$ cat config.mk
export PLATFORM = sky130hd
export DESIGN_NAME = dbpt_bridge
export DESIGN_NICKNAME = d
export VERILOG_FILES = /design/src/rtl/dbpt_pkg.sv /design/src/rtl/dbpt_bridge.sv
export SDC_FILE = /design/constraint.sdc
export NUM_CORES = 1
export LEC_CHECK = 0
export CAP_MARGIN = 25
export CORE_ASPECT_RATIO = 1.1
export CORE_UTILIZATION = 40
export CTS_CLUSTER_DIAMETER = 150
export CTS_CLUSTER_SIZE = 25
export DETAILED_ROUTE_END_ITERATION = 16
export DONT_BUFFER_PORTS = 1
export GPL_ROUTABILITY_DRIVEN = 0
export PLACE_DENSITY = 0.51
export RECOVER_POWER = 50
export SETUP_SLACK_MARGIN = 0.3
export SYNTH_ARGS = -nofsm -noshare
export SYNTH_HDL_FRONTEND = slang
export SYNTH_SLANG_ARGS = --single-unit
$ cat constraint.sdc
create_clock -name clock -period 6.87 [get_ports clock]
set_input_delay 1.374 -clock clock [delete_from_list [all_inputs] [get_ports clock]]
set_output_delay 1.374 -clock clock [all_outputs]
set_load 0.05 [all_outputs]
$ cat src/rtl/dbpt_pkg.sv
package dbpt_pkg;

  // Peripheral addresses
  localparam logic [6:0] PA_DISP_START = 7'h01;
  localparam logic [6:0] PA_ADC_REF    = 7'h02;
  localparam logic [6:0] PA_SER_SHIFT  = 7'h03;
  localparam logic [6:0] PA_HSYNC_CNT  = 7'h04;
  localparam logic [6:0] PA_PWM_CH0    = 7'h05;
  localparam logic [6:0] PA_ROM_PTR    = 7'h40;
  localparam logic [6:0] PA_FINE_DAC   = 7'h41;
  localparam int         PWM_CHANNELS  = 4;

  // Active bit counts
  localparam int DISP_BITS   = 7;
  localparam int ADC_BITS    = 4;
  localparam int SER_BITS    = 8;
  localparam int HSYNC_BITS  = 6;
  localparam int PWM_BITS    = 7;
  localparam int ROM_BITS    = 16;
  localparam int FINE_BITS   = 15;
  localparam int TABLE_BITS  = 8;

  // Instruction timing
  localparam int CLOCK_MHZ       = 25;
  localparam int INSTR_TIME_NS   = 2000;
  localparam int INSTR_CYCLES    = (INSTR_TIME_NS * CLOCK_MHZ) / 1000;

  // Select strobe positions
  localparam int SEL_DISP  = 0;
  localparam int SEL_ADC   = 1;
  localparam int SEL_SER   = 2;
  localparam int SEL_HSYNC = 3;
  localparam int SEL_PWM0  = 4;
  localparam int SEL_ROM   = 8;
  localparam int SEL_FINE  = 9;
  localparam int SEL_COUNT = 10;

  // Instruction opcodes from the sequencer
  typedef enum logic [1:0] {
    DBPT_OP_NONE  = 2'h0,
    DBPT_OP_TABLE = 2'h1,
    DBPT_OP_READ  = 2'h2,
    DBPT_OP_WRITE = 2'h3
  } dbpt_op_t;

  // Instruction request
  typedef struct packed {
    dbpt_op_t   op;
    logic [6:0] paddr;
  } dbpt_req_t;

  // Peripheral register images
  typedef struct packed {
    logic [6:0]  disp_start;
    logic [3:0]  adc_ref;
    logic [7:0]  ser_tx;
    logic [27:0] pwm_duty;
    logic [15:0] rom_ptr;
    logic [14:0] fine_dac;
  } dbpt_regs_t;

endpackage

$ cat src/rtl/dbpt_bridge.sv
`timescale 1ns/1ns
module dbpt_bridge #(
  parameter int PWM_CH = dbpt_pkg::PWM_CHANNELS
) (
  input  wire logic                 clock,
  input  wire logic                 rst,
  input  wire dbpt_pkg::dbpt_req_t  req,
  input  wire logic                 req_valid,
  output logic                      req_ready,
  output logic                      done,
  input  wire logic [3:0]           nib_wr_data,
  input  wire logic [1:0]           nib_wr_sel,
  input  wire logic                 nib_wr_en,
  output logic [3:0]                transfer_buffer_nib_hi,
  output logic [3:0]                transfer_buffer_nib_2,
  output logic [3:0]                transfer_buffer_nib_1,
  output logic [3:0]                transfer_buffer_nib_lo,
  output logic [15:0]               transfer_buffer,
  output logic [7:0]                rom_addr,
  output logic                      rom_rd,
  input  wire logic [15:0]          rom_data,
  output logic                      stack_claim,
  input  wire logic [7:0]           ser_rx_data,
  output logic                      ser_load,
  input  wire logic [5:0]           hsync_count,
  output dbpt_pkg::dbpt_regs_t      periph_regs,
  output logic [15:0]               rom_pointer_register
);

  // Sequencer states
  typedef enum logic [2:0] {
    ST_IDLE  = 3'b001,
    ST_FETCH = 3'b010,
    ST_HOLD  = 3'b100
  } dbpt_state_t;

  dbpt_state_t                 state_ff;
  dbpt_state_t                 nxt_state;
  logic [7:0]                  hold_cnt_ff;
  dbpt_pkg::dbpt_req_t         req_ff;
  logic [15:0]                 buffer_ff;
  logic [6:0]                  disp_ff;
  logic [3:0]                  adc_ff;
  logic [7:0]                  ser_ff;
  logic [PWM_CH*7-1:0]         pwm_ff;
  logic [15:0]                 rom_ptr_ff;
  logic [14:0]                 fine_ff;
  logic [dbpt_pkg::SEL_COUNT-1:0] sel;
  logic                        is_wide;
  logic                        is_valid_rd;
  logic [15:0]                 rd_data;
  logic                        do_xfer;
  logic                        tbl_xfer;
  logic                        rd_xfer;
  logic                        wr_xfer;

  // Last hold count: accept, fetch and hold cycles add up to one instruction time
  localparam logic [7:0] HOLD_LAST = 8'(dbpt_pkg::INSTR_CYCLES - 3);

  // The single transfer cycle of every instruction
  assign do_xfer = (state_ff == ST_FETCH);

  // Transfer cycle split by instruction kind
  assign tbl_xfer = do_xfer && (req_ff.op == dbpt_pkg::DBPT_OP_TABLE);
  assign rd_xfer  = do_xfer && (req_ff.op == dbpt_pkg::DBPT_OP_READ);
  assign wr_xfer  = do_xfer && (req_ff.op == dbpt_pkg::DBPT_OP_WRITE);

  // One-hot register select from the latched address
  always_comb begin
    sel = '0;
    unique case (req_ff.paddr)
      dbpt_pkg::PA_DISP_START: begin
        sel[dbpt_pkg::SEL_DISP] = 1'b1;
      end
      dbpt_pkg::PA_ADC_REF: begin
        sel[dbpt_pkg::SEL_ADC] = 1'b1;
      end
      dbpt_pkg::PA_SER_SHIFT: begin
        sel[dbpt_pkg::SEL_SER] = 1'b1;
      end
      dbpt_pkg::PA_HSYNC_CNT: begin
        sel[dbpt_pkg::SEL_HSYNC] = 1'b1;
      end
      dbpt_pkg::PA_ROM_PTR: begin
        sel[dbpt_pkg::SEL_ROM] = 1'b1;
      end
      dbpt_pkg::PA_FINE_DAC: begin
        sel[dbpt_pkg::SEL_FINE] = 1'b1;
      end
      // PWM channels sit at consecutive addresses; anything else selects nothing
      default: begin
        for (int i = 0; i < PWM_CH; i++) begin
          if (req_ff.paddr == 7'(dbpt_pkg::PA_PWM_CH0 + i)) begin
            sel[dbpt_pkg::SEL_PWM0 + i] = 1'b1;
          end
        end
      end
    endcase
  end

  // Width of the addressed register picks the transfer size
  assign is_wide = sel[dbpt_pkg::SEL_ROM] | sel[dbpt_pkg::SEL_FINE];
  assign is_valid_rd = |sel;

  // Read mux, inactive bits read as zero
  always_comb begin
    rd_data = 16'h0000;
    if (sel[dbpt_pkg::SEL_DISP]) begin
      rd_data[6:0] = disp_ff;
    end
    if (sel[dbpt_pkg::SEL_ADC]) begin
      rd_data[3:0] = adc_ff;
    end
    // Serial reads return received data, not the outgoing byte
    if (sel[dbpt_pkg::SEL_SER]) begin
      rd_data[7:0] = ser_rx_data;
    end
    if (sel[dbpt_pkg::SEL_HSYNC]) begin
      rd_data[5:0] = hsync_count;
    end
    for (int i = 0; i < PWM_CH; i++) begin
      if (sel[dbpt_pkg::SEL_PWM0 + i]) begin
        rd_data[6:0] = pwm_ff[i*7 +: 7];
      end
    end
    if (sel[dbpt_pkg::SEL_ROM]) begin
      rd_data = rom_ptr_ff;
    end
    if (sel[dbpt_pkg::SEL_FINE]) begin
      rd_data[14:0] = fine_ff;
    end
  end

  // Instruction sequencer
  always_comb begin
    nxt_state = state_ff;
    unique case (state_ff)
      // Wait for a real instruction
      ST_IDLE: begin
        if (req_valid && req.op != dbpt_pkg::DBPT_OP_NONE) begin
          nxt_state = ST_FETCH;
        end
      end
      // Exactly one transfer cycle, whatever the width
      ST_FETCH: begin
        nxt_state = ST_HOLD;
      end
      // Pad to the fixed instruction length
      ST_HOLD: begin
        if (hold_cnt_ff == HOLD_LAST) begin
          nxt_state = ST_IDLE;
        end
      end
      // Recover from a corrupted state code
      default: begin
        nxt_state = ST_IDLE;
      end
    endcase
  end

  always_ff @(posedge clock or posedge rst) begin
    if (rst) begin
      state_ff <= ST_IDLE;
    end else begin
      state_ff <= nxt_state;
    end
  end

  // Pads each instruction out to the instruction time
  always_ff @(posedge clock or posedge rst) begin
    if (rst) begin
      hold_cnt_ff <= 8'h00;
    end else if (state_ff == ST_HOLD) begin
      hold_cnt_ff <= hold_cnt_ff + 8'h01;
    end else begin
      hold_cnt_ff <= 8'h00;
    end
  end

  // Latch the request when accepted
  always_ff @(posedge clock or posedge rst) begin
    if (rst) begin
      req_ff <= '0;
    end else if (state_ff == ST_IDLE && req_valid) begin
      req_ff <= req;
    end
  end

  // Data buffer: CPU nibble writes and transfer updates
  always_ff @(posedge clock or posedge rst) begin
    if (rst) begin
      buffer_ff <= 16'h0000;
    end else if (tbl_xfer) begin
      buffer_ff <= rom_data;
    end else if (rd_xfer && is_wide) begin
      buffer_ff <= rd_data;
    end else if (rd_xfer && is_valid_rd) begin
      buffer_ff[7:0] <= rd_data[7:0];
    end else if (rd_xfer) begin
      buffer_ff[7:0] <= 8'h00;
    end else if (nib_wr_en) begin
      buffer_ff[4*(3-nib_wr_sel) +: 4] <= nib_wr_data;
    end
  end

  // Display start: no reset, content held over soft resets
  always_ff @(posedge clock) begin
    if (wr_xfer && sel[dbpt_pkg::SEL_DISP]) begin
      disp_ff <= buffer_ff[6:0];
    end
  end

  // ADC reference: only the low four bits are kept
  always_ff @(posedge clock) begin
    if (wr_xfer && sel[dbpt_pkg::SEL_ADC]) begin
      adc_ff <= buffer_ff[3:0];
    end
  end

  // Outgoing serial byte, all eight bits used
  always_ff @(posedge clock) begin
    if (wr_xfer && sel[dbpt_pkg::SEL_SER]) begin
      ser_ff <= buffer_ff[7:0];
    end
  end

  // Fine converter duty, sixteen-bit transfer with fifteen bits kept
  always_ff @(posedge clock) begin
    if (wr_xfer && sel[dbpt_pkg::SEL_FINE]) begin
      fine_ff <= buffer_ff[14:0];
    end
  end

  // PWM duty channels
  for (genvar g = 0; g < PWM_CH; g++) begin : g_pwm
    always_ff @(posedge clock) begin
      if (wr_xfer && sel[dbpt_pkg::SEL_PWM0 + g]) begin
        pwm_ff[g*7 +: 7] <= buffer_ff[6:0];
      end
    end
  end

  // ROM pointer: written via transfer port only; hsync is read only
  always_ff @(posedge clock) begin
    if (wr_xfer && sel[dbpt_pkg::SEL_ROM]) begin
      rom_ptr_ff <= buffer_ff;
    end
  end

  // Handshake and side outputs
  assign req_ready   = (state_ff == ST_IDLE);
  assign done        = (state_ff == ST_HOLD) && (hold_cnt_ff == HOLD_LAST);
  assign rom_addr    = rom_ptr_ff[dbpt_pkg::TABLE_BITS-1:0];
  assign rom_rd      = tbl_xfer;
  assign stack_claim = (state_ff != ST_IDLE) && req_ff.op == dbpt_pkg::DBPT_OP_TABLE;
  assign ser_load    = wr_xfer && sel[dbpt_pkg::SEL_SER];

  // Buffer as a word and as four nibbles, lowest address holds the top nibble
  assign transfer_buffer        = buffer_ff;
  assign transfer_buffer_nib_hi = buffer_ff[15:12];
  assign transfer_buffer_nib_2  = buffer_ff[11:8];
  assign transfer_buffer_nib_1  = buffer_ff[7:4];
  assign transfer_buffer_nib_lo = buffer_ff[3:0];
  assign rom_pointer_register   = rom_ptr_ff;

  // Register images for the peripherals behind the port
  assign periph_regs.disp_start = disp_ff;
  assign periph_regs.adc_ref    = adc_ff;
  assign periph_regs.ser_tx     = ser_ff;
  assign periph_regs.pwm_duty   = pwm_ff[27:0];
  assign periph_regs.rom_ptr    = rom_ptr_ff;
  assign periph_regs.fine_dac   = fine_ff;

endmodule

; Word level (Yosys, flattened, before mapping)
; Index checks and enable logic that the tools add are counted.
[totals]
ff_bits = 114
in_bits = 49
out_inout_bits = 139
wordCells = 101
[classes]
addsub = 3
eq_ne = 22
shift = 2
n_mux = 33
bitwise_logic = 1
n_reduce_logical = 25
[op_table]
columns = op, count
row1 = $mux W16, 4
row2 = $mux W8, 6
row3 = $mux W7, 5
row4 = $neg A32 Y34, 1
row5 = $shift A4 B34 Y16 const A, 1
row6 = $shiftx A4 B34 Y16, 1
row7 = $eq A7 B3 Y1 const B, 4
row8 = $logic_and A1 B1 Y1, 18
row9 = $bwmux W16, 1
row10 = $mux W15, 1
row11 = $eq A7 B2 Y1 const B, 2
row12 = $eq A7 B7 Y1 const B, 2
row13 = $mux W1, 10
row14 = $reduce_or A10 Y1, 1
row15 = $pmux W3 S3, 1
row16 = $add A8 B1 Y8 const B, 1
row17 = $eq A8 B6 Y1 const B, 1
row18 = $mux W4, 2
row19 = $eq A7 B1 Y1 const B, 1
row20 = $eq A7 B4 Y1 const B, 1
row21 = $mux W3, 2
row22 = $mux W6, 1
row23 = $reduce_or A6 Y1, 1
row24 = $reduce_bool A5 Y1, 1
row25 = 16 further kinds, 17

; Logic depth before layout (Yosys ltp)
[depth]
ltp_word = 15
mapped_depth = 8
ltp_nobuf = 7

; Worst setup path after synthesis
; Ideal clock, no wire load.
[synth_path]
path_type = register -> output
start = reg state_ff[0]
end = out stack_claim
t_arrival_ns = 2.364
t_required_ns = 5.496
slack_ns = 3.132
path_stages_with_launch = 3
path_cell_list = dfstp_2 > nor3b_1 > nor3b_1
[synth_between]
elab_chain_cells = 2
[synth_rtl]
columns = element, line_no
row1 = from (decl), dbpt_bridge.sv:37  ; dbpt_state_t state_ff;
row2 = from (signal assigned), dbpt_bridge.sv:165  ; state_ff <= nxt_state;
row3 = $ne A3 B1 Y1, dbpt_bridge.sv:255  ; assign stack_claim = (state_ff != ST_IDLE) && req_ff.op == dbpt_pkg::DBPT_OP_TABLE;
row4 = $logic_and A1 B1 Y1, dbpt_bridge.sv:255
row5 = to (decl), dbpt_bridge.sv:22  ; output logic stack_claim,
; No other way between the ends.

; Final worst setup path
[layout_path]
start = reg req_ff[0] (netlist name)
end = out ser_load
[layout_between]
elab_chain_cells = 3
[layout_rtl]
columns = element, line_no
row1 = from (decl), dbpt_bridge.sv:40  ; dbpt_pkg::dbpt_req_t req_ff;
row2 = from (signal assigned), dbpt_bridge.sv:185  ; req_ff <= req;
row3 = $eq A7 B2 Y1, dbpt_bridge.sv:71  ; unique case (req_ff.paddr)
row4 = $mux W1, dbpt_bridge.sv:71
row5 = $logic_and A1 B1 Y1, dbpt_bridge.sv:256  ; assign ser_load = wr_xfer && sel[dbpt_pkg::SEL_SER];
row6 = to (decl), dbpt_bridge.sv:24  ; output logic ser_load,
; No other way between the ends.

==> summary.md <==
| Metric | Value |
|---|---|
| Port bufs | `0` |
| # hold bufs at CTS | `0` |
| Antenna violations before repair | `0` |
| Skew final | `0.0124 ns` |
| TritonCTS clock tree | `done` |
| CTS resizes | `0` |
| Share of cells above drive strength 1 | `18.0%` |
| # setup viols final | `0` |
| Overall routing resource usage | `21.0%` |
| Synthesized cell area | `5510 sq um` |
| Row cnt | `44` |
| DRT iter0 DRCs | `258` |
| Finished Layout Cells | `624` |
| CTS root buffer | `clkbuf_16` |
| Yosys warns | `0` |
| Worst relative slew slack | `-45.7%` |
| Count of different cell masters after synthesis | `65` |
| Fin util | `45.9%` |
| Critical path buffer and inverter count | `2` |
| N_diodes | `0` |
| Synth Register Bits | `114` |
| Vias per cell | `5.58` |
| PwrDens | `445 nW/um^2` |
| Number of flops mapped to enable cells by yosys | `78` |
| Htree depth | `4` |
| First-pass GRT wire length | `21,900 um` |
| Most frequent cells in the layout | `78 x edfxtp_1, 36 x nor2_1, 35 x dfrtp_1` |
| Die height | `125 um` |
| Core Area | `13,300 sq um` |
| Initial core utilization | `41.4%` |
| Crit-path leading delay family | `buffers and inverters` |
| Hpwl dp | `10,200 um` |
| Post-synth ARST share | `31.6%` |
| Sink Count | `114` |
| Failing checks | `capacitance limit, slew limit` |
| Grt ovf | `0` |
| WP data required | `5.50 ns` |
| Die X | `114 um` |
| Crit path launch type | `flip-flop` |
| Tcrit/Tclk final | `73.7%` |
| NumNets Final | `482` |
| Total power | `2.72 mW` |
| Post-route ant nets | `0` |
| Die area | `14,200 sq um` |
| Clock latency on the worst-skew pair | `0.41 ns` |
| Post CTS Setup Buffer Count | `0` |
| Sum Neg Setup Slack | `0 ns` |
| Worst hold path type | `reg2reg` |
| Boundary Pins | `188` |
| Clock tree buffer depth | `2` |
| Crit end category | `primary output` |
| RSZ-0062 raised after global routing | `false` |
| Lkg Pwr | `2.16 nW` |
| Peak supply drop | `0.188 mV` |
| Status | `finished, violations left` |
| Seq/Total Area, Yosys | `58.9%` |
| CTS buffer count | `17` |
| FMAX | `198 MHz` |
| Synthesized Nets | `499` |
| Max FO, Critical Path | `34` |
| Cell count after synthesis | `444` |
| # fillers | `1,265` |
| Vias in the first global route | `3,676` |
| Pin count of the biggest net entering global routing | `37` |
| Syn Area/Cell | `12.4 sq um` |
| DR vias | `3,485` |
| Commonest non-fill, non-tap cell in the layout | `edfxtp_1` |
| Worst path max stage delay | `1.61 ns` |
| Wire per inst | `22.9 um` |
| Top FF cell, synth | `edfxtp_1` |
| DRT Pass-1 Iters | `5` |
| Placed insts | `591` |
| Slew Limit Fails | `131` |
| Layout area overhead | `11.0%` |
| Drt total wl | `14,300 um` |
| Hold Fails Final Rpt | `0` |
| CP Class | `reg2out` |
| Slew of the pin with the lowest slew margin | `2.19 ns` |
| Tmin final | `5.06 ns` |
| Arrival @ worst endpoint | `3.69 ns` |
| CTS clk-pin slew, worst paths | `0.05 ns` |
| Crit-path cells | `clkbuf_1 -> nand4_1 -> nor2_2 -> buf_4` |
| Worst path slowest cell | `clkbuf_1` |
| Max-capacitance violation count | `9` |
| Drc violations | `0` |
-- worst reg2reg max path: stages, from the launching register on --
cell,delay (ns)
dfrtp_1,0.63
clkbuf_1,1.61
nand4_1,0.52
nor4_1,0.38
clkbuf_1,0.43
-- synth_stat cells, types with 2 or more instances --
library cell	instances	area, sq um
a211o_1	4	35.0
buf_6	2	22.5
nor3_1	7	35.0
nor3b_1	6	45.0
a31oi_1	9	56.3
clkbuf_1	9	33.8
nor2_1	37	139
a221oi_1	6	52.6
nor4b_1	3	26.3
edfxtp_1	78	2340
o22a_1	2	17.5
a221o_1	2	20.0
dfrtp_1	35	876
nand2b_1	6	37.5
inv_1	10	37.5
nor4_1	3	18.8
xor2_1	3	26.3
o22ai_1	13	81.3
a21oi_1	18	90.1
a211oi_2	3	37.5
nand3_1	6	30.0
ha_1	6	75.1
a2bb2oi_1	6	52.6
buf_2	9	45.0
xnor2_1	4	35.0
mux2_2	21	236
nor2b_1	2	12.5
o21ai_0	10	50.1
o2bb2ai_1	4	35.0
and3_1	5	31.3
mux2i_1	15	150
nand3b_1	3	22.5
nand2_1	23	86.3
a22oi_1	4	30.0
buf_4	40	300
-- per-stage QoR --
step / setup WS (ns) / hold slack, ns / cell area, sq um
global route: 1.58 / 0.489 / 6120
global placement: 3.46 / 0.440 / 5530
detailed placement: 3.34 / 0.447 / 5530
finish: 1.81 / 0.454 / 6120
CTS: 2.89 / 0.454 / 6140
floorplan: 3.13 / 0.425 / 5510
-- report_power, final --
group	switching, mW	total, mW	internal [mW]	leakage, nW
Combinational	0.475	0.681	0.207	0.705
Clock	0.299	0.893	0.594	0.298
Sequential	0.272	1.15	0.873	1.16
Total	1.05	2.72	1.67	2.16
-- layer usage --
layer | track usage, % | part of all wire (%) | up-vias
met1 | 25.0 | 41 | 1703
met5 | 0 | 0 | -
met3 | 9.40 | 9.9 | 21
met4 | 7.64 | 1.5 | 0
met2 | 33.6 | 48 | 172
li1 | - | - | 1589
-- state kept, by name (all words and copies together), names as in the netlist --
signal / flops
adc_ff: 4
disp_ff: 7
fine_ff: 15
hold_cnt_ff: 8
periph_regs: 28
req_ff: 9
rom_pointer_register: 16
ser_ff: 8
state_ff: 3
transfer_buffer: 16
-- layout make-up --
cell class                      count  area (sq um)  area share (%)
Sequential cell                   114          3240            53.0
Multi-Input combinational cell    259          1840            30.0
Clock buffer                       21           470            7.69
Tap cell                          184           230            3.76
Timing Repair Buffer               25           163            2.66
Clock inverter                     11           135            2.21
Inverter                           10          37.5           0.614
-- path summary, 6_finish.rpt --
path                                          start                        endpoint  slack, ns  depth (start not counted)
min in group asynchronous                       rst  transfer_buffer[8]$_DFFE_PP0P_       1.59                          2
hold / removal             hold_cnt_ff[0]$_DFF_PP0_        hold_cnt_ff[0]$_DFF_PP0_       0.45                          1
setup reg to reg              req_ff[0]$_DFFE_PP0P_            disp_ff[6]$_DFFE_PP_       2.94                          4
hold reg to reg            hold_cnt_ff[0]$_DFF_PP0_        hold_cnt_ff[0]$_DFF_PP0_       0.45                          1
setup / recovery              req_ff[0]$_DFFE_PP0P_                        ser_load       1.81                          4
max in group asynchronous                       rst           req_ff[1]$_DFFE_PP0P_       4.10                          2
-- logic make-up (layout without fill, tap and decap cells) --
family / count (synthesis) / after routing / synth area share, %
AO/OA/AOI/OAI: 94 / 94 / 12.3
XOR/XNOR: 7 / 7 / 1.11
AND/OR/NAND/NOR: 116 / 116 / 11.3
multiplexers: 36 / 36 / 7.02
buffers and inverters: 71 / 67 / 8.04
flip-flops: 114 / 114 / 58.9
adder cells (fa/ha/maj): 6 / 6 / 1.36
Power figures use the tool's default switching activity.
